<file path="src/rtl/los_cfg_pkg.sv">
package los_cfg_pkg;
  // register byte offsets
  localparam logic [7:0] ADDR_MODE     = 8'h00;
  localparam logic [7:0] ADDR_PCD      = 8'h04;
  localparam logic [7:0] ADDR_PCR      = 8'h08;
  localparam logic [7:0] ADDR_OPT      = 8'h0c;
  localparam logic [7:0] ADDR_STATUS   = 8'h10;
  localparam logic [7:0] ADDR_IRQ_STAT = 8'h14;
  localparam logic [7:0] ADDR_IRQ_MASK = 8'h18;
  localparam logic [7:0] ADDR_CMD      = 8'h1c;
  localparam logic [7:0] ADDR_SCRATCH  = 8'h20;
  // mode register fields
  localparam int BIT_STD   = 0;
  localparam int BIT_JPN   = 1;
  localparam int BIT_TXC0  = 2;
  localparam int BIT_RXC0  = 4;
  // option register fields
  localparam int BIT_XIRQ  = 0;
  localparam int BIT_PDEN  = 1;
  // status fields
  localparam int BIT_LOS   = 0;
  localparam int BIT_T1    = 1;
  localparam int BIT_J1    = 2;
  localparam int BIT_E1    = 3;
  // irq fields: 0 los raise, 1 los clear, 2 recovery progress
  localparam int IRQ_W     = 3;
  localparam int IRQ_SET   = 0;
  localparam int IRQ_CLR   = 1;
  localparam int IRQ_XREC  = 2;
  localparam logic [7:0] RST_MODE = 8'h01;
  localparam logic [7:0] RST_ZERO = 8'h00;
  localparam logic [IRQ_W-1:0] RST_MASK = 3'h0;
  localparam int ZERO_PER_STEP = 16;
  localparam int DENS_RUN      = 15;
  localparam int CNT_W         = 13;
  typedef enum logic [1:0] {
    CODE_NRZ  = 2'b00,
    CODE_AMI  = 2'b01,
    CODE_AMI7 = 2'b10,
    CODE_B8ZS = 2'b11
  } line_code_t;
endpackage : los_cfg_pkg

</file>
<file path="src/rtl/los_detect.sv">
`timescale 1ns/1ns
module los_detect
  import los_cfg_pkg::*;
(
  input  wire logic             sys_clk,
  input  wire logic             rst_n,
  input  wire logic             bit_tick,
  input  wire logic             bit_one,
  input  wire logic [7:0]       det_count,
  input  wire logic [7:0]       rec_count,
  input  wire logic             dens_en,
  output logic                  los,
  output logic                  rec_pulse
);
  logic [CNT_W-1:0] zero_run;
  logic [CNT_W-1:0] win_cnt;
  logic [CNT_W-1:0] ones;
  logic [4:0]       dens_run;
  logic             dens_bad;
  logic [CNT_W-1:0] det_lim;
  logic [CNT_W-1:0] rec_lim;

  // count = (value+1)*16 for detect, value+1 ones for recovery
  assign det_lim = CNT_W'((det_count + 9'h001) * ZERO_PER_STEP);
  assign rec_lim = CNT_W'(rec_count + 9'h001);

  always_ff @(posedge sys_clk or negedge rst_n) begin
    if (!rst_n) begin
      zero_run <= '0;
    end else if (bit_tick) begin
      if (bit_one) zero_run <= '0;
      else if (zero_run != det_lim) zero_run <= zero_run + 1'b1;
    end
  end

  always_ff @(posedge sys_clk or negedge rst_n) begin
    if (!rst_n) begin
      win_cnt  <= '0;
      ones     <= '0;
      dens_run <= '0;
      dens_bad <= 1'b0;
    end else if (bit_tick && los) begin
      if (win_cnt + 1'b1 >= det_lim) begin
        win_cnt  <= '0;
        ones     <= '0;
        dens_bad <= 1'b0;
      end else begin
        win_cnt <= win_cnt + 1'b1;
        ones    <= ones + CNT_W'(bit_one);
        if (!bit_one && dens_run >= 5'(DENS_RUN - 1))
          dens_bad <= 1'b1;
      end
      // run length saturates so a long run never wraps past the limit
      if (bit_one) dens_run <= 5'h00;
      else if (dens_run != 5'(DENS_RUN)) dens_run <= dens_run + 5'h01;
    end else if (!los) begin
      win_cnt  <= '0;
      ones     <= '0;
      dens_run <= '0;
      dens_bad <= 1'b0;
    end
  end

  logic recover;
  assign recover = (ones + CNT_W'(bit_one) >= rec_lim)
                   && !(dens_en && dens_bad);
  assign rec_pulse = bit_tick && los && bit_one
                     && win_cnt == '0 && ones == '0;

  always_ff @(posedge sys_clk or negedge rst_n) begin
    if (!rst_n) los <= 1'b0;
    else if (bit_tick && !los && !bit_one && zero_run + 1'b1 == det_lim)
      los <= 1'b1;
    else if (bit_tick && los && recover)
      los <= 1'b0;
  end
endmodule : los_detect

</file>
<file path="src/rtl/t1_init_los.sv">
// Our own choices: the placing of the registers and the Avalon-MM interface to the registers.
`timescale 1ns/1ns
module t1_init_los
  import los_cfg_pkg::*;
(
  input  wire logic        sys_clk,
  input  wire logic        resetn,
  input  wire logic [7:0]  avs_address,
  input  wire logic        avs_read,
  input  wire logic        avs_write,
  input  wire logic [31:0] avs_writedata,
  output logic [31:0]      avs_readdata,
  output logic             avs_waitrequest,
  input  wire logic        line_bit_tick,
  input  wire logic        line_bit_one,
  output logic             los,
  output logic             irq,
  output logic             is_j1,
  output logic             is_e1,
  output line_code_t       tx_code,
  output line_code_t       rx_code
);
  // ---------------------------------------------------------------
  // reset and input synchronisers
  // ---------------------------------------------------------------
  logic rst_s1;
  logic rst_n;
  always_ff @(posedge sys_clk or negedge resetn) begin
    if (!resetn) begin
      rst_s1 <= 1'b0;
      rst_n  <= 1'b0;
    end else begin
      rst_s1 <= 1'b1;
      rst_n  <= rst_s1;
    end
  end

  logic tick_s1, tick_s2, tick_d, one_s1, one_s2;
  always_ff @(posedge sys_clk or negedge rst_n) begin
    if (!rst_n) begin
      tick_s1 <= 1'b0;
      tick_s2 <= 1'b0;
      tick_d  <= 1'b0;
      one_s1  <= 1'b0;
      one_s2  <= 1'b0;
    end else begin
      tick_s1 <= line_bit_tick;
      tick_s2 <= tick_s1;
      tick_d  <= tick_s2;
      one_s1  <= line_bit_one;
      one_s2  <= one_s1;
    end
  end
  logic bit_tick;
  assign bit_tick = tick_s2 && !tick_d;

  // ---------------------------------------------------------------
  // registers
  // ---------------------------------------------------------------
  logic [7:0]       mode_reg;
  logic [7:0]       los_detect_count;
  logic [7:0]       los_recover_count;
  logic [1:0]       opt_reg;
  logic [7:0]       scratch;
  logic [IRQ_W-1:0] irq_stat;
  logic [IRQ_W-1:0] irq_mask;
  logic             line_standard_select;
  logic             japan_variant_select;
  logic             extra_recovery_irq_en;
  logic             pulse_density_check_en;

  assign line_standard_select   = mode_reg[BIT_STD];
  assign japan_variant_select   = mode_reg[BIT_JPN];
  assign extra_recovery_irq_en  = opt_reg[BIT_XIRQ];
  assign pulse_density_check_en = opt_reg[BIT_PDEN];

  logic wr_req, rd_req;
  assign wr_req = avs_write && !avs_read;
  assign rd_req = avs_read && !avs_write;

  // two-cycle read: waitrequest low for a read after one wait
  logic rd_done;
  always_ff @(posedge sys_clk or negedge rst_n) begin
    if (!rst_n) rd_done <= 1'b0;
    else        rd_done <= rd_req && !rd_done;
  end
  assign avs_waitrequest = rd_req && !rd_done;

  // any write order is accepted, fields are independent
  always_ff @(posedge sys_clk or negedge rst_n) begin
    if (!rst_n) begin
      mode_reg          <= RST_MODE;
      los_detect_count  <= RST_ZERO;
      los_recover_count <= RST_ZERO;
      opt_reg           <= 2'h0;
      scratch           <= RST_ZERO;
      irq_mask          <= RST_MASK;
    end else if (wr_req) begin
      case (avs_address)
        ADDR_MODE:     mode_reg          <= avs_writedata[7:0];
        ADDR_PCD:      los_detect_count  <= avs_writedata[7:0];
        ADDR_PCR:      los_recover_count <= avs_writedata[7:0];
        ADDR_OPT:      opt_reg           <= avs_writedata[1:0];
        ADDR_SCRATCH:  scratch           <= avs_writedata[7:0];
        ADDR_IRQ_MASK: irq_mask          <= avs_writedata[IRQ_W-1:0];
        default: ; // unused addresses take no state
      endcase
    end
  end

  // command register: write-only, clears the detector state
  logic soft_clr;
  always_ff @(posedge sys_clk or negedge rst_n) begin
    if (!rst_n) soft_clr <= 1'b0;
    else soft_clr <= wr_req && avs_address == ADDR_CMD
                     && avs_writedata[0];
  end

  // ---------------------------------------------------------------
  // mode decode and line codes
  // ---------------------------------------------------------------
  always_ff @(posedge sys_clk or negedge rst_n) begin
    if (!rst_n) begin
      is_j1   <= 1'b0;
      is_e1   <= 1'b0;
      tx_code <= CODE_NRZ;
      rx_code <= CODE_NRZ;
    end else begin
      is_e1   <= !line_standard_select;
      is_j1   <= line_standard_select && japan_variant_select;
      tx_code <= line_code_t'(mode_reg[BIT_TXC0+1:BIT_TXC0]);
      rx_code <= line_code_t'(mode_reg[BIT_RXC0+1:BIT_RXC0]);
    end
  end

  // ---------------------------------------------------------------
  // loss of signal
  // ---------------------------------------------------------------
  logic det_rst_n;
  logic rec_pulse;
  assign det_rst_n = rst_n && !soft_clr;
  los_detect u_los (
    .sys_clk   (sys_clk),
    .rst_n     (det_rst_n),
    .bit_tick  (bit_tick),
    .bit_one   (one_s2),
    .det_count (los_detect_count),
    .rec_count (los_recover_count),
    .dens_en   (pulse_density_check_en),
    .los       (los),
    .rec_pulse (rec_pulse)
  );

  // ---------------------------------------------------------------
  // interrupts
  // ---------------------------------------------------------------
  logic los_d;
  always_ff @(posedge sys_clk or negedge rst_n) begin
    if (!rst_n) los_d <= 1'b0;
    else        los_d <= los;
  end

  logic [IRQ_W-1:0] ev;
  assign ev[IRQ_SET]  = los && !los_d;
  assign ev[IRQ_CLR]  = !los && los_d;
  assign ev[IRQ_XREC] = extra_recovery_irq_en && rec_pulse;

  logic [IRQ_W-1:0] w1c;
  assign w1c = (wr_req && avs_address == ADDR_IRQ_STAT)
               ? avs_writedata[IRQ_W-1:0] : '0;

  always_ff @(posedge sys_clk or negedge rst_n) begin
    if (!rst_n) irq_stat <= '0;
    else        irq_stat <= (irq_stat & ~w1c) | ev; // set wins
  end
  assign irq = |(irq_stat & irq_mask);

  // ---------------------------------------------------------------
  // read data
  // ---------------------------------------------------------------
  always_ff @(posedge sys_clk or negedge rst_n) begin
    if (!rst_n) avs_readdata <= '0;
    else if (rd_req && !rd_done) begin
      case (avs_address)
        ADDR_MODE:     avs_readdata <= {24'h0, mode_reg};
        ADDR_PCD:      avs_readdata <= {24'h0, los_detect_count};
        ADDR_PCR:      avs_readdata <= {24'h0, los_recover_count};
        ADDR_OPT:      avs_readdata <= {30'h0, opt_reg};
        ADDR_SCRATCH:  avs_readdata <= {24'h0, scratch};
        ADDR_STATUS:   avs_readdata <= {28'h0, is_e1, is_j1,
                                        !is_e1 && !is_j1, los};
        ADDR_IRQ_STAT: avs_readdata <= {29'h0, irq_stat};
        ADDR_IRQ_MASK: avs_readdata <= {29'h0, irq_mask};
        default:       avs_readdata <= '0;
      endcase
    end
  end

  // ---------------------------------------------------------------
  // bus and register checks
  // ---------------------------------------------------------------
  function automatic logic addr_mapped(input logic [7:0] a);
    case (a)
      ADDR_MODE, ADDR_PCD, ADDR_PCR, ADDR_OPT, ADDR_STATUS,
      ADDR_IRQ_STAT, ADDR_IRQ_MASK, ADDR_CMD, ADDR_SCRATCH:
        addr_mapped = 1'b1;
      default:
        addr_mapped = 1'b0;
    endcase
  endfunction : addr_mapped

  // consecutive wait cycles seen by the master
  logic [1:0] wait_run;
  always_ff @(posedge sys_clk or negedge rst_n) begin
    if (!rst_n) begin
      wait_run <= 2'h0;
    end else if (!avs_waitrequest) begin
      wait_run <= 2'h0;
    end else if (wait_run != 2'h3) begin
      wait_run <= wait_run + 2'h1;
    end
  end
endmodule : t1_init_los

</file>
<file path="config.mk">
export PLATFORM = sky130hd
export DESIGN_NAME = t1_init_los
export DESIGN_NICKNAME = d
export VERILOG_FILES = /design/src/rtl/los_cfg_pkg.sv /design/src/rtl/los_detect.sv /design/src/rtl/t1_init_los.sv
export SDC_FILE = /design/constraint.sdc
export NUM_CORES = 1
export LEC_CHECK = 0
export BUFFER_PORTS_ARGS = -buffer_cell sky130_fd_sc_hd__buf_2
export CORE_AREA = 2 2 104 116
export CTS_BUF_LIST = sky130_fd_sc_hd__clkbuf_8
export DETAILED_ROUTE_END_ITERATION = 16
export DIE_AREA = 0 0 106 118
export GPL_TIMING_DRIVEN = 0
export PLACE_DENSITY_LB_ADDON = 0.1
export SYNTH_ARGS = -nofsm -noshare
export SYNTH_HDL_FRONTEND = slang
export SYNTH_SLANG_ARGS = --single-unit
export TNS_END_PERCENT = 5
</file>
<file path="constraint.sdc">
create_clock -name sys_clk -period 5.1 [get_ports sys_clk]
set_clock_uncertainty 0.1 [all_clocks]
set_input_delay 0.765 -clock sys_clk [delete_from_list [all_inputs] [get_ports sys_clk]]
set_output_delay 0.765 -clock sys_clk [all_outputs]
set_load 0.01 [all_outputs]
</file>
# == Word-level counts from Yosys, hierarchy flattened ==
# Cells that the tools add are included.
# W data, S select, Z words.
# op_classes
n_addsub,6
n_lt_le_gt_ge,3
n_eq_ne,14
mux,19
bitwise_logic,4
reduce_logical,51
# op_table
op,n
$mux W13,7
$pmux W8 S8,1
$eq A8 B5 Y1 const B,4
$add A13 B1 Y13 const B,2
$ge A13 B13 Y1,2
$logic_not A13 Y1,2
$logic_and A1 B1 Y1,24
$mux W5,4
$add A8 B1 Y9 const B,2
$reduce_and A2 Y1,9
$eq A8 B4 Y1 const B,2
$add A13 B1 Y13,1
$eq A13 B13 Y1,1
$ne A13 B13 Y1,1
$logic_not A1 Y1,12
$eq A8 B3 Y1 const B,1
$eq A8 B6 Y1 const B,1
$logic_not A8 Y1,1
$and A3 B3 Y3,2
$mux W1,6
$ne A3 B3 Y1 const B,2
$add A5 B1 Y5 const B,1
$ge A5 B4 Y1 const B,1
$ne A5 B4 Y1 const B,1
6 further kinds,7
# word_totals
reg_bits,134
output_inout_bits,41
wordCells,125

# == Longest topological paths before layout ==
# Gate-level depths: netlist of run 1.
# depth
depth_word,8
ltp_mapped,15
ltp_nobuf,14

# == Modules after synthesis ==
# Synthesis of run 1 repeated with hierarchy kept, for this count alone.
# hier_totals
hier_cells,660
hier_area_um2,6805.3
# by_module_without_submodules
mod,n_inst,cells_each,area_each_um2
los_detect,1,429,3767.4
t1_init_los,1,231,3037.9

# == Least setup slack after synthesis of run 1 ==
# OpenSTA, ideal clock, no wires.
# synth_timing
kind,flip-flop to flip-flop
startpoint,register u_los.win_cnt[0]
endpoint,register u_los.ones[10]
setup_ns,0.101
arrival_ns,2.789
t_required_ns,4.899
slack_ns,2.110
stages_incl_launch_ff,15
path_buffers,0
synth_period_minus_slack_ns,2.990
cell_sequence,dfrtp_1 ha_1 nand2_1 or2_2 nor2_2 nand3_1 or2_1 nand2_1 ha_1 nand4_1 nor4_1 a221oi_2 nand2_1 or2_4 o311ai_2
# synth_via
elab_chain_len,4
# synth_rtl
item,line,text
"start, declared",los_detect.sv:16,logic [CNT_W-1:0] win_cnt;
"start signal, assigned",los_detect.sv:48,win_cnt <= win_cnt + 1'b1;
$add A13 B1 Y13,los_detect.sv:43,if (win_cnt + 1'b1 >= det_lim) begin
$ge A13 B13 Y1,los_detect.sv:43,
$mux W13,los_detect.sv:43,
$mux W13,los_detect.sv:42,end else if (bit_tick && los) begin
"end signal, assigned",los_detect.sv:49,ones <= ones + CNT_W'(bit_one);
"end, declared",los_detect.sv:17,logic [CNT_W-1:0] ones;
# Every way passes these cells.
# A chain may end at the register's enable or synchronous reset.

# == Worst setup path after layout of run 1 ==
# layout_timing
startpoint,register u_los.ones[0]
endpoint,register u_los.los
# layout_via
elab_chain_len,5
# layout_rtl
item,line,text
$add A13 B1 Y13,los_detect.sv:65,assign recover = (ones + CNT_W'(bit_one) >= rec_lim)
$ge A13 B13 Y1,los_detect.sv:65,
$logic_and A1 B1 Y1,los_detect.sv:66,&& !(dens_en && dens_bad);
$logic_and A1 B1 Y1,los_detect.sv:74,else if (bit_tick && los && recover)
$reduce_bool A2 Y1 (no source line),-,
"end signal, assigned",los_detect.sv:71,if (!rst_n) los <= 1'b0;
"end signal, assigned",los_detect.sv:73,los <= 1'b1;
"end signal, assigned",los_detect.sv:75,los <= 1'b0;
"end, declared",los_detect.sv:12,"output logic los,"
# Every way passes these cells.

==> out/results.ini, run 1 <==
[status]
outcome=finished clean

[finish]
multiInputGateArea_mm2=0.00357
final_net_count=824
reg.largest.list=u_los.ones (13), u_los.win_cnt (13), u_los.zero_run (13)
num_antenna_cells=0
drive_gt1_share_pct=19.8
area_growth_pct=10.9
design_area_mm2=0.00734
final-seq-area_mm2=0.00276
final.fill_count=924

[power]
leakage_nw=3.45
peakVddDrop_mv=0.204
p_per_area_mw_per_mm2=234
p_total_mw=1.71

[clocking]
cts_tree=yes
path_clk_slew_ps=120
cts_max_level=3
clkLatencyLatePin_ps=410
cts_buffers=9
clk_path_buf_depth=2
cts_setup_buffers=0
cts_hold_buf=0
ctsResizeCount=0
root_buffer=clkbuf_8
cts_sinks=110

[synth]
synth_area_leader_cell=dfrtp_1
synth_xor_xnor_area_share_pct=6.98
async_flop_share_pct=100
synth-seq-cells=110
synth_seq_area_share_pct=41.6
synthAdderAreaFrac_pct=5.67
synthTopCellsByArea=dfrtp_1 (41%), mux2_2 (6.1%), ha_1 (5.7%)
synth_cell_types=71
avgSynthCellArea_um2=9.82
yosysWarnings=0
synth_top_family_by_area=simple AND/OR/NAND/NOR gates
synth.area.mux_share_pct=7.03
ys.flop_type=dfrtp_1
synth_compound_area_share_pct=13.9
synthCells=674
synth_edf_count=0
synth_top_area_share_pct=41.2
synth_simple_gate_area_share_pct=18.9
synthesis.area_mm2=0.00662

[place]
gp_congestion=0.946
dp_worst_setup_slack_ps=1560
post_dp_cell_area_mm2=0.00714
io_buffer_count=38
place_hpwl_um=12100

[job]
maxCapViolCount=0

[die]
pin_count=87
initial_core_util_pct=58.4
die_x_um=106
dieArea_mm2=0.0125
core_area_mm2=0.0113
die_h_um=118
row_count=41

[detailed_routing]
drc_errors=0
drt_iter0_drc=330
routed_wl_um=16200
wl_per_cell_um=18.0
via_per_inst=5.92
ant_nets=0
dr.pass1.iters=7
num_vias=5345

[global_route]
grt.total_usage_pct=27.2
grt_start_max_net_pins=41
busiest_layer=met2
grt.overflow.total=0
grt_use_met3_pct=4.04
grt_pass1_vias=5308
grt_first_pass_wirelength_um=26800
globalRouteMet2Util_pct=45.1
antenna_found_initial=0
met1_usage_pct=35.4

[critical_path]
crit_top_cell=ha_1
cp_cell_sequence=ha_1 > ha_1 > and4_1 > nand4_1 > xnor2_1 > ha_1 > and4_1 > a221oi_1 > o21ai_0 > nor3b_1 > a221oi_1 > o22ai_1
path_class=flop to flop
cp.required_ps=5340
worst_setup_path_end_kind=flop
cp.buffers_inverters=0
cp_max_fo=5
crit_slowest_cell=dfrtp_1
slowest_delay_ps=440
critPathTopFamily=simple AND/OR/NAND/NOR gates
startpoint_type=flop
crit_arrival_ps=3870

[timing]
finalSetupViolCount=0
period_share_pct=71.2
rsz0062_at_grt=false
slew_headroom_pct=27.0
finalHoldViolCount=0
fin_ws_ps=1470
fmax_mhz=275
drv_slew=0
tns_ps=0
fin_crit_ps=3630
hold_ws_ps=21.6
worst_slew_pin_slew_ps=1090

[worst_hold_path]
hold_class=input port to asynchronous set/reset pin

## synth_stat cells, types with 3 or more instances
cell type	count
buf_2	4
dfrtp_1	109
a211oi_1	7
xor2_1	20
nor2_1	37
a221oi_1	3
inv_1	20
nand2_1	75
and4_1	5
and3_1	6
a222oi_1	5
mux2_2	36
o211ai_1	4
a21o_1	11
o31ai_1	6
nor4_1	10
nand2b_1	5
nor2_2	5
o21ai_0	28
xnor2_1	22
and2_1	3
nor4b_1	3
nor3_1	18
mux2i_1	6
nor2b_1	7
clkbuf_1	19
or2_2	3
a22o_1	22
nor3b_1	4
nand3_1	31
a21oi_1	22
buf_4	25
nand4_1	12
ha_1	30
or3_1	4
## per-layer routing
metal  wire length (um)  part of all wire [%]
met3                788                   4.9
met4                471                   2.9
met5                  0                     0
met2               8030                    50
met1               6940                    43
## cells by family after synthesis
group / Yosys count
AOI/OAI and AO/OA: 127
DFF: 110
xor gates and xnor gates: 47
adders and majority gates: 30
muxes: 42
other: 2
and+or+nand+nor: 245
buffers and inverters: 71
## cell usage in the layout, fill, tap and decap left out, types with 19 or more instances in the layout
cell,n
dfrtp_1,108
buf_2,42
xor2_1,20
mux2_2,36
nor2_1,37
buf_4,25
ha_1,30
o21ai_0,28
clkbuf_1,19
conb_1,25
xnor2_1,22
nand3_1,31
a21oi_1,22
nand2_1,75
inv_1,21
a22o_1,22
## metrics by stage
step | cells | util (%)
finish | 903 | 64.7
CTS | 903 | 64.7
detailed placement | 887 | 63.0
floorplan | 697 | -
global route | 903 | 64.7
global placement | 885 | 62.5
## cell type report
| class | count | area share [%] |
|---|---|---|
| multi-input cells | 516 | 48.7 |
| flip-flops and latches | 110 | 37.5 |
| plain buffers | 51 | 4.18 |
| repair buffers | 40 | 3.24 |
| well taps | 150 | 2.56 |
| clock buffers | 9 | 1.69 |
| clock inverters | 7 | 1.07 |
| inverters | 20 | 1.02 |
## worst paths after layout
check,startpoint,endpoint,slack [ps],cells after the start
max reg2reg,u_los.ones[0],u_los.los,1470,12
min in group sys_clk,one_s1,one_s2,260,0
max,u_los.ones[0],u_los.los,1470,12
max in group asynchronous,rst_n,u_los.zero_run[4],3430,2
min reg2reg,rst_n,tick_d,170,0
min,resetn,rst_n,20,1
## worst reg2reg max path: stages, from the launching register on
cell and delay, ps:
dfrtp_1 440, ha_1 260, ha_1 330, and4_1 320
nand4_1 130, xnor2_1 260, ha_1 290, and4_1 230
a221oi_1 300, o21ai_0 210, nor3b_1 360, a221oi_1 150
o22ai_1 190
## report_power, final
part	switching [mW]	total [mW]	internal, mW
clock	0.332	0.567	0.234
sequential	0.0354	0.936	0.900
combinational	0.123	0.212	0.0897
(Power assumes the default switching activity.)
==> inputs of run 2 (changes only) <==
- clock period: 5.1 -> 3.75 ns (I/O delays scaled with it)
==> run 2 against run 1 <==
Against the previous run:
- final cell count increased by 0.11%
- non-clock buffer count increased by 1
- flip-flop and latch count unchanged
- core utilization increased by 0.13 points
- global-route usage decreased by 0.66 points
- register-to-register slack got worse by 1300 ps
- total power increased by 35%
- via count decreased by 2.3%
- largest power group unchanged
- highest routed layer unchanged
==> out/results.ini, run 2 (synthesis gave the netlist of run 1 again) <==
[place]
place_hpwl_um=12000  ; -0.34%
dp_worst_setup_slack_ps=267  ; -1300 ps
io_buffer_count=38  ; unchanged
placed_cells_incl_taps=887  ; unchanged
post_dp_cell_area_mm2=0.00714  ; unchanged
gp_congestion=0.919  ; -2.8%

[clocking]
cts_setup_buffers=0  ; unchanged
clk_path_buf_depth=2  ; unchanged
path_clk_slew_ps=110  ; about the same
clkLatencyLatePin_ps=390  ; -20 ps
cts_max_level=3  ; unchanged
cts_sinks=110  ; unchanged
cts_tree=yes
root_buffer=clkbuf_8
cts_buffers=9  ; unchanged

[timing]
drv_slew=0  ; unchanged
fin_ws_ps=173  ; -1300 ps
slew_headroom_pct=31.9  ; +4.9 points
rsz0062_at_grt=false
finalSetupViolCount=0  ; unchanged
hold_ws_ps=154  ; +133 ps
fmax_mhz=280  ; +1.5%
worst_slew_pin_slew_ps=1020  ; -73.2 ps
finalHoldViolCount=0  ; unchanged
period_share_pct=95.4  ; +24 points
fin_crit_ps=3580  ; -54.0 ps

[finish]
final_common_cell=dfrtp_1
final.fill_count=982  ; +6.3%
reg.largest.list=u_los.ones (13), u_los.win_cnt (13), u_los.zero_run (13)
final_net_count=825  ; +0.12%
layout_common_cells=dfrtp_1 (108), nand2_1 (75), buf_2 (42), nor2_1 (37), mux2_2 (36)
num_antenna_cells=0  ; unchanged
design_area_mm2=0.00735  ; +0.20%
fin_cells=904  ; +0.11%
area_growth_pct=11.2
fin_util_pct=64.9  ; +0.13 points
final-seq-area_mm2=0.00276  ; unchanged
multiInputGateArea_mm2=0.00358  ; about the same
drive_gt1_share_pct=20.2  ; +0.37 points

[power]
leakage_nw=3.45  ; about the same
p_int_mw=1.66  ; +36%
swShare_pct=28.3  ; -0.34 points
p_sw_mw=0.656  ; +34%
peakVddDrop_mv=0.293  ; +44%
pwr-share-clk_pct=32.7  ; -0.4 points
comb_power_share_pct=12.5  ; about the same
p_per_area_mw_per_mm2=315  ; +35%
power_frac_seq_pct=54.8  ; +0.2 points

[die]
row_count=41  ; unchanged
initial_core_util_pct=58.4  ; unchanged
core_area_mm2=0.0113  ; unchanged
dieArea_mm2=0.0125  ; unchanged
die_h_um=118  ; unchanged
die_x_um=106  ; unchanged
pin_count=87  ; unchanged

[critical_path]
cp_max_fo=5  ; unchanged
cp.required_ps=3970  ; -1370 ps
startpoint_type=flop
path_class=flop to flop
reg2reg_slack_ps=170  ; -1300 ps
ff2ff_path_depth=12  ; unchanged
crit_arrival_ps=3800  ; -70 ps
worst_setup_path_end_kind=flop

[detailed_routing]
dr.pass1.iters=5  ; -2
drc_errors=0  ; unchanged
num_vias=5223  ; -2.3%
drt_iter0_drc=344  ; +4.2%
wl_per_cell_um=17.4  ; -3.0%
ant_nets=0  ; unchanged
routed_wl_um=15800  ; -2.9%
via_per_inst=5.78  ; -2.4%

[global_route]
grt_pass1_vias=5129  ; -3.4%
grt.total_usage_pct=26.5  ; -0.66 points
grt_start_max_net_pins=42  ; +2.4%
grt_first_pass_wirelength_um=26100  ; -2.5%
antenna_found_initial=0  ; unchanged
grt.overflow.total=0  ; unchanged

[job]
maxCapViolCount=0  ; unchanged

[status]
outcome=finished clean

[worst_hold_path]
hold_class=flop to asynchronous set/reset pin

## run 2: area by class of cell
class,instances,share of cell area [%]
Inverter,20,1.02
Multi-Input combinational cell,516,48.6
Clock buffer,9,1.68
Tap cell,150,2.55
Buffer,51,4.19
Sequential cell,110,37.5
Clock inverter,7,1.09
Timing Repair Buffer,41,3.37
## run 2: final timing paths
check / startpoint / to
max: u_los.ones[0] / u_los.los
min: rst_n / los_recover_count[0]
max reg2reg: u_los.ones[0] / u_los.los
min reg2reg: rst_n / los_recover_count[0]
max in group asynchronous: rst_n / u_los.win_cnt[6]
min in group sys_clk: line_bit_tick / tick_s1
## run 2: power by group through the flow
stage,clock network [mW],registers [mW],logic [mW]
after floorplan,0,1.29,0.206
after global placement,0,1.30,0.264
after detailed placement,0,1.30,0.286
after CTS,0.769,1.27,0.288
after global routing,0.825,1.28,0.321
final,0.760,1.27,0.289
## run 2: metal layers
metal / track usage, % / share of wire [%] / vias to the layer above
met4: 9.70 / 2.3 / 0
li1: - / - / 2536
met3: 3.05 / 3.7 / 27
met5: 0 / 0 / -
met1: 34.5 / 44 / 2534
met2: 45.4 / 50 / 126
## run 2: worst max-delay path, cell delays in order (launching register included)
cell and delay, ps:
dfrtp_1 430, ha_1 260, ha_1 300, and4_1 310
nand4_1 140, xnor2_1 260, ha_1 290, and4_1 220
a221oi_1 280, o21ai_0 190, nor3b_1 390, a221oi_1 150
o22ai_1 170
## run 2: timing repair
action,CTS,global route
hold buffers,1,0
gates resized for setup,0,3
endpoints found under the hold margin,2,0
endpoints found under the setup margin,0,18
## run 2: per-stage QoR
step                TNS (ps)  power [mW]
CTS                        0        2.33
detailed placement         0        1.58
floorplan                  0        1.49
global route               0        2.42
global placement      -47860        1.56
finish                     0        2.32
==> inputs of run 3 (changes only) <==
- ABC_AREA: unset -> 1
==> run 3 against run 2 <==
Against the previous run:
- sequential power is essentially flat
- clock power grew 0.7%
- total power decreased by 5.7%
- first-iteration DRC count down 14%
- critical path depth increased by 2
- critical path type unchanged
- critical endpoint is now u_los.ones[10]
- largest cell class unchanged
- highest routed layer unchanged
==> out/results.ini, run 3 <==
[status]
outcome=finished clean

[critical_path]
worst_setup_path_end_kind=flop
crit_path_start=u_los.win_cnt[1]
crit_arrival_ps=3610  ; -190 ps
cp_max_fo=10  ; +5
cp.required_ps=3960  ; about the same
ff2ff_path_depth=14  ; +2
reg2reg_slack_ps=340  ; +170 ps
r2r_end=u_los.ones[10]
path_class=flop to flop
startpoint_type=flop
cp-endpoint=u_los.ones[10]
reg2reg_from=u_los.win_cnt[1]

[detailed_routing]
drc_errors=0  ; unchanged
via_per_inst=5.25  ; -9.1%
dr.pass1.iters=7  ; +2
drt_iter0_drc=296  ; -14%
wl_per_cell_um=13.6  ; -22%
routed_wl_um=15600  ; -0.89%
num_vias=6006  ; +15%
ant_nets=0  ; unchanged

[clocking]
clkLatencyLatePin_ps=400  ; about the same
cts_sinks=110  ; unchanged
path_clk_slew_ps=110  ; about the same
cts_tree=yes
cts_setup_buffers=0  ; unchanged
root_buffer=clkbuf_8
cts_max_level=3  ; unchanged
clk_path_buf_depth=2  ; unchanged
cts_buffers=9  ; unchanged

[synth]
async_flop_share_pct=100  ; unchanged
synth_area_leader_cell=dfrtp_1
synthTopCellsByArea=dfrtp_1 (40%), nand2_1 (14%), inv_1 (6.3%)
synthCells=914  ; +36%
synth-seq-cells=110  ; unchanged
synthesis.area_mm2=0.00681  ; +3.0%
synth_seq_area_share_pct=40.4  ; -1.2 points
avgSynthCellArea_um2=7.46  ; -24%
yosysWarnings=0  ; unchanged
synth_commonest_cells=nand2_1 (262), inv_1 (114), dfrtp_1 (109)
ys.flop_type=dfrtp_1
synth_cell_types=45  ; -37%
synth_top_area_share_pct=40.0  ; -1.2 points
synth_most_common_cell=nand2_1
synth_edf_count=0  ; unchanged

[power]
p_total_mw=2.19  ; -5.7%
leakage_nw=3.85  ; +12%
p_sw_mw=0.591  ; -9.9%
swShare_pct=27.0  ; -1.3 points
p_per_area_mw_per_mm2=290  ; -8.2%
power_frac_seq_pct=56.5  ; +1.7 points
peakVddDrop_mv=0.335  ; +14%
p_int_mw=1.60  ; -4.0%
comb_power_share_pct=8.5  ; -4.0 points
pwr-share-clk_pct=35.0  ; +2.3 points

[global_route]
grt_start_max_net_pins=38  ; -9.5%
grt_pass1_vias=5680  ; +11%
grt_first_pass_wirelength_um=26600  ; +1.9%
grt.overflow.total=0  ; unchanged
grt.total_usage_pct=26.4  ; -0.067 points
antenna_found_initial=0  ; unchanged

[die]
pin_count=87  ; unchanged
dieArea_mm2=0.0125  ; unchanged
die_h_um=118  ; unchanged
die_x_um=106  ; unchanged
core_area_mm2=0.0113  ; unchanged
row_count=41  ; unchanged
initial_core_util_pct=60.1  ; +1.7 points

[timing]
fmax_mhz=293  ; +5.0%
drv_slew=0  ; unchanged
finalHoldViolCount=0  ; unchanged
slew_headroom_pct=27.0  ; -4.9 points
finalSetupViolCount=0  ; unchanged
tns_ps=0  ; unchanged
fin_ws_ps=343  ; +170 ps
hold_ws_ps=160  ; +5.71 ps
worst_slew_pin_slew_ps=1090  ; +71.0 ps
rsz0062_at_grt=false
fin_crit_ps=3410  ; -170 ps
period_share_pct=90.9  ; -4.5 points

[place]
io_buffer_count=38  ; unchanged
dp_worst_setup_slack_ps=166  ; -101 ps
place_hpwl_um=12000  ; about the same
gp_congestion=0.877  ; -4.6%

[finish]
area_growth_pct=10.9
reg.largest.list=u_los.ones (13), u_los.win_cnt (13), u_los.zero_run (13)
multiInputGateArea_mm2=0.00346  ; -3.4%
drive_gt1_share_pct=12.4  ; -7.8 points
final.fill_count=1031  ; +5.0%
final_common_cell=nand2_1
num_antenna_cells=0  ; unchanged
final_net_count=1065  ; +29%
layout_common_cells=nand2_1 (262), inv_1 (115), dfrtp_1 (108), o21ai_0 (78), nand3_1 (72)
fin_util_pct=66.6  ; +1.8 points
final-seq-area_mm2=0.00276  ; unchanged

[worst_hold_path]
min_from=line_bit_one
hold_path_depth=1
hold_class=input port to flop

[job]
maxCapViolCount=0  ; unchanged

run 3: cell types whose count changed in the layout (fill, tap and decap cells not counted), sizes merged, moves of 22 or more:
| cell | previous run | this run |
|---|---|---|
| nand2 | 75 | 282 |
| inv | 23 | 120 |
| o21ai | 28 | 88 |
| nand3 | 32 | 74 |
| mux2 | 36 | 0 |
| a22o | 22 | 0 |
| nor2 | 42 | 64 |
run 3: worst min path at each step:
stage / end / slack [ps]
after floorplan: rst_n / 170
after global placement: tick_s2 / 230
after detailed placement: mode_reg[5] / 190
after CTS: tick_s1 / 140
after global routing: one_s1 / 150
final: one_s1 / 160
run 3: logic make-up after synthesis:
group | Yosys count | synth area share [%]
simple gates | 468 | 30.6
buf+inv | 157 | 10.4
compound gates | 122 | 9.69
flops | 110 | 40.4
fa+ha+maj | 30 | 5.51
xor+xnor | 25 | 3.21
other cells | 2 | 0.110
run 3: cell type report:
cell class	count	share of cell area, %
Sequential cell	110	36.5
Clock buffer	9	1.64
Multi-Input combinational cell	670	45.8
Inverter	118	5.86
Buffer	39	3.54
Timing Repair Buffer	41	3.18
Tap cell	150	2.48
Clock inverter	7	1.06
run 3: stage by stage:
stage / instances / cell area [um^2]
2_1_floorplan: 937 / 6900
3_3_place_gp: 1125 / 7280
3_5_place_dp: 1127 / 7330
4_1_cts: 1144 / 7540
5_1_grt: 1144 / 7550
6_report: 1144 / 7550
run 3: worst max-delay path: stages, from the launching register on:
cell	delay (ps)
dfrtp_1	410
ha_1	220
nand2_1	60
nor2_1	240
nand3_1	190
nor3_2	240
xnor2_1	210
inv_1	80
ha_1	330
a21oi_1	140
o21ai_0	140
a211oi_4	400
nand3_2	140
buf_2	210
o21ai_0	200
run 3: repair_timing:
action	in CTS	in global routing
hold buffers	1	0
setup endpoints to repair	0	20
hold endpoints to repair	2	0
resized for setup	0	2
run 3: power groups by stage:
stage	sequential [mW]	combinational [mW]	clock, mW
2_1_floorplan	1.26	0.126	0
3_3_place_gp	1.27	0.168	0
3_5_place_dp	1.26	0.185	0
4_1_cts	1.24	0.186	0.778
5_1_grt	1.24	0.212	0.829
6_report	1.24	0.186	0.765
run 3: metal layers:
layer / part of all wire (%) / GRT usage (%) / routed length [um] / up-vias
met5: 0 / 0 / 0 / -
met4: 1.4 / 7.57 / 211 / 0
met2: 50 / 44.4 / 7780 / 149
li1: - / - / - / 3064
met1: 45 / 35.3 / 7000 / 2773
met3: 4.0 / 4.37 / 623 / 20
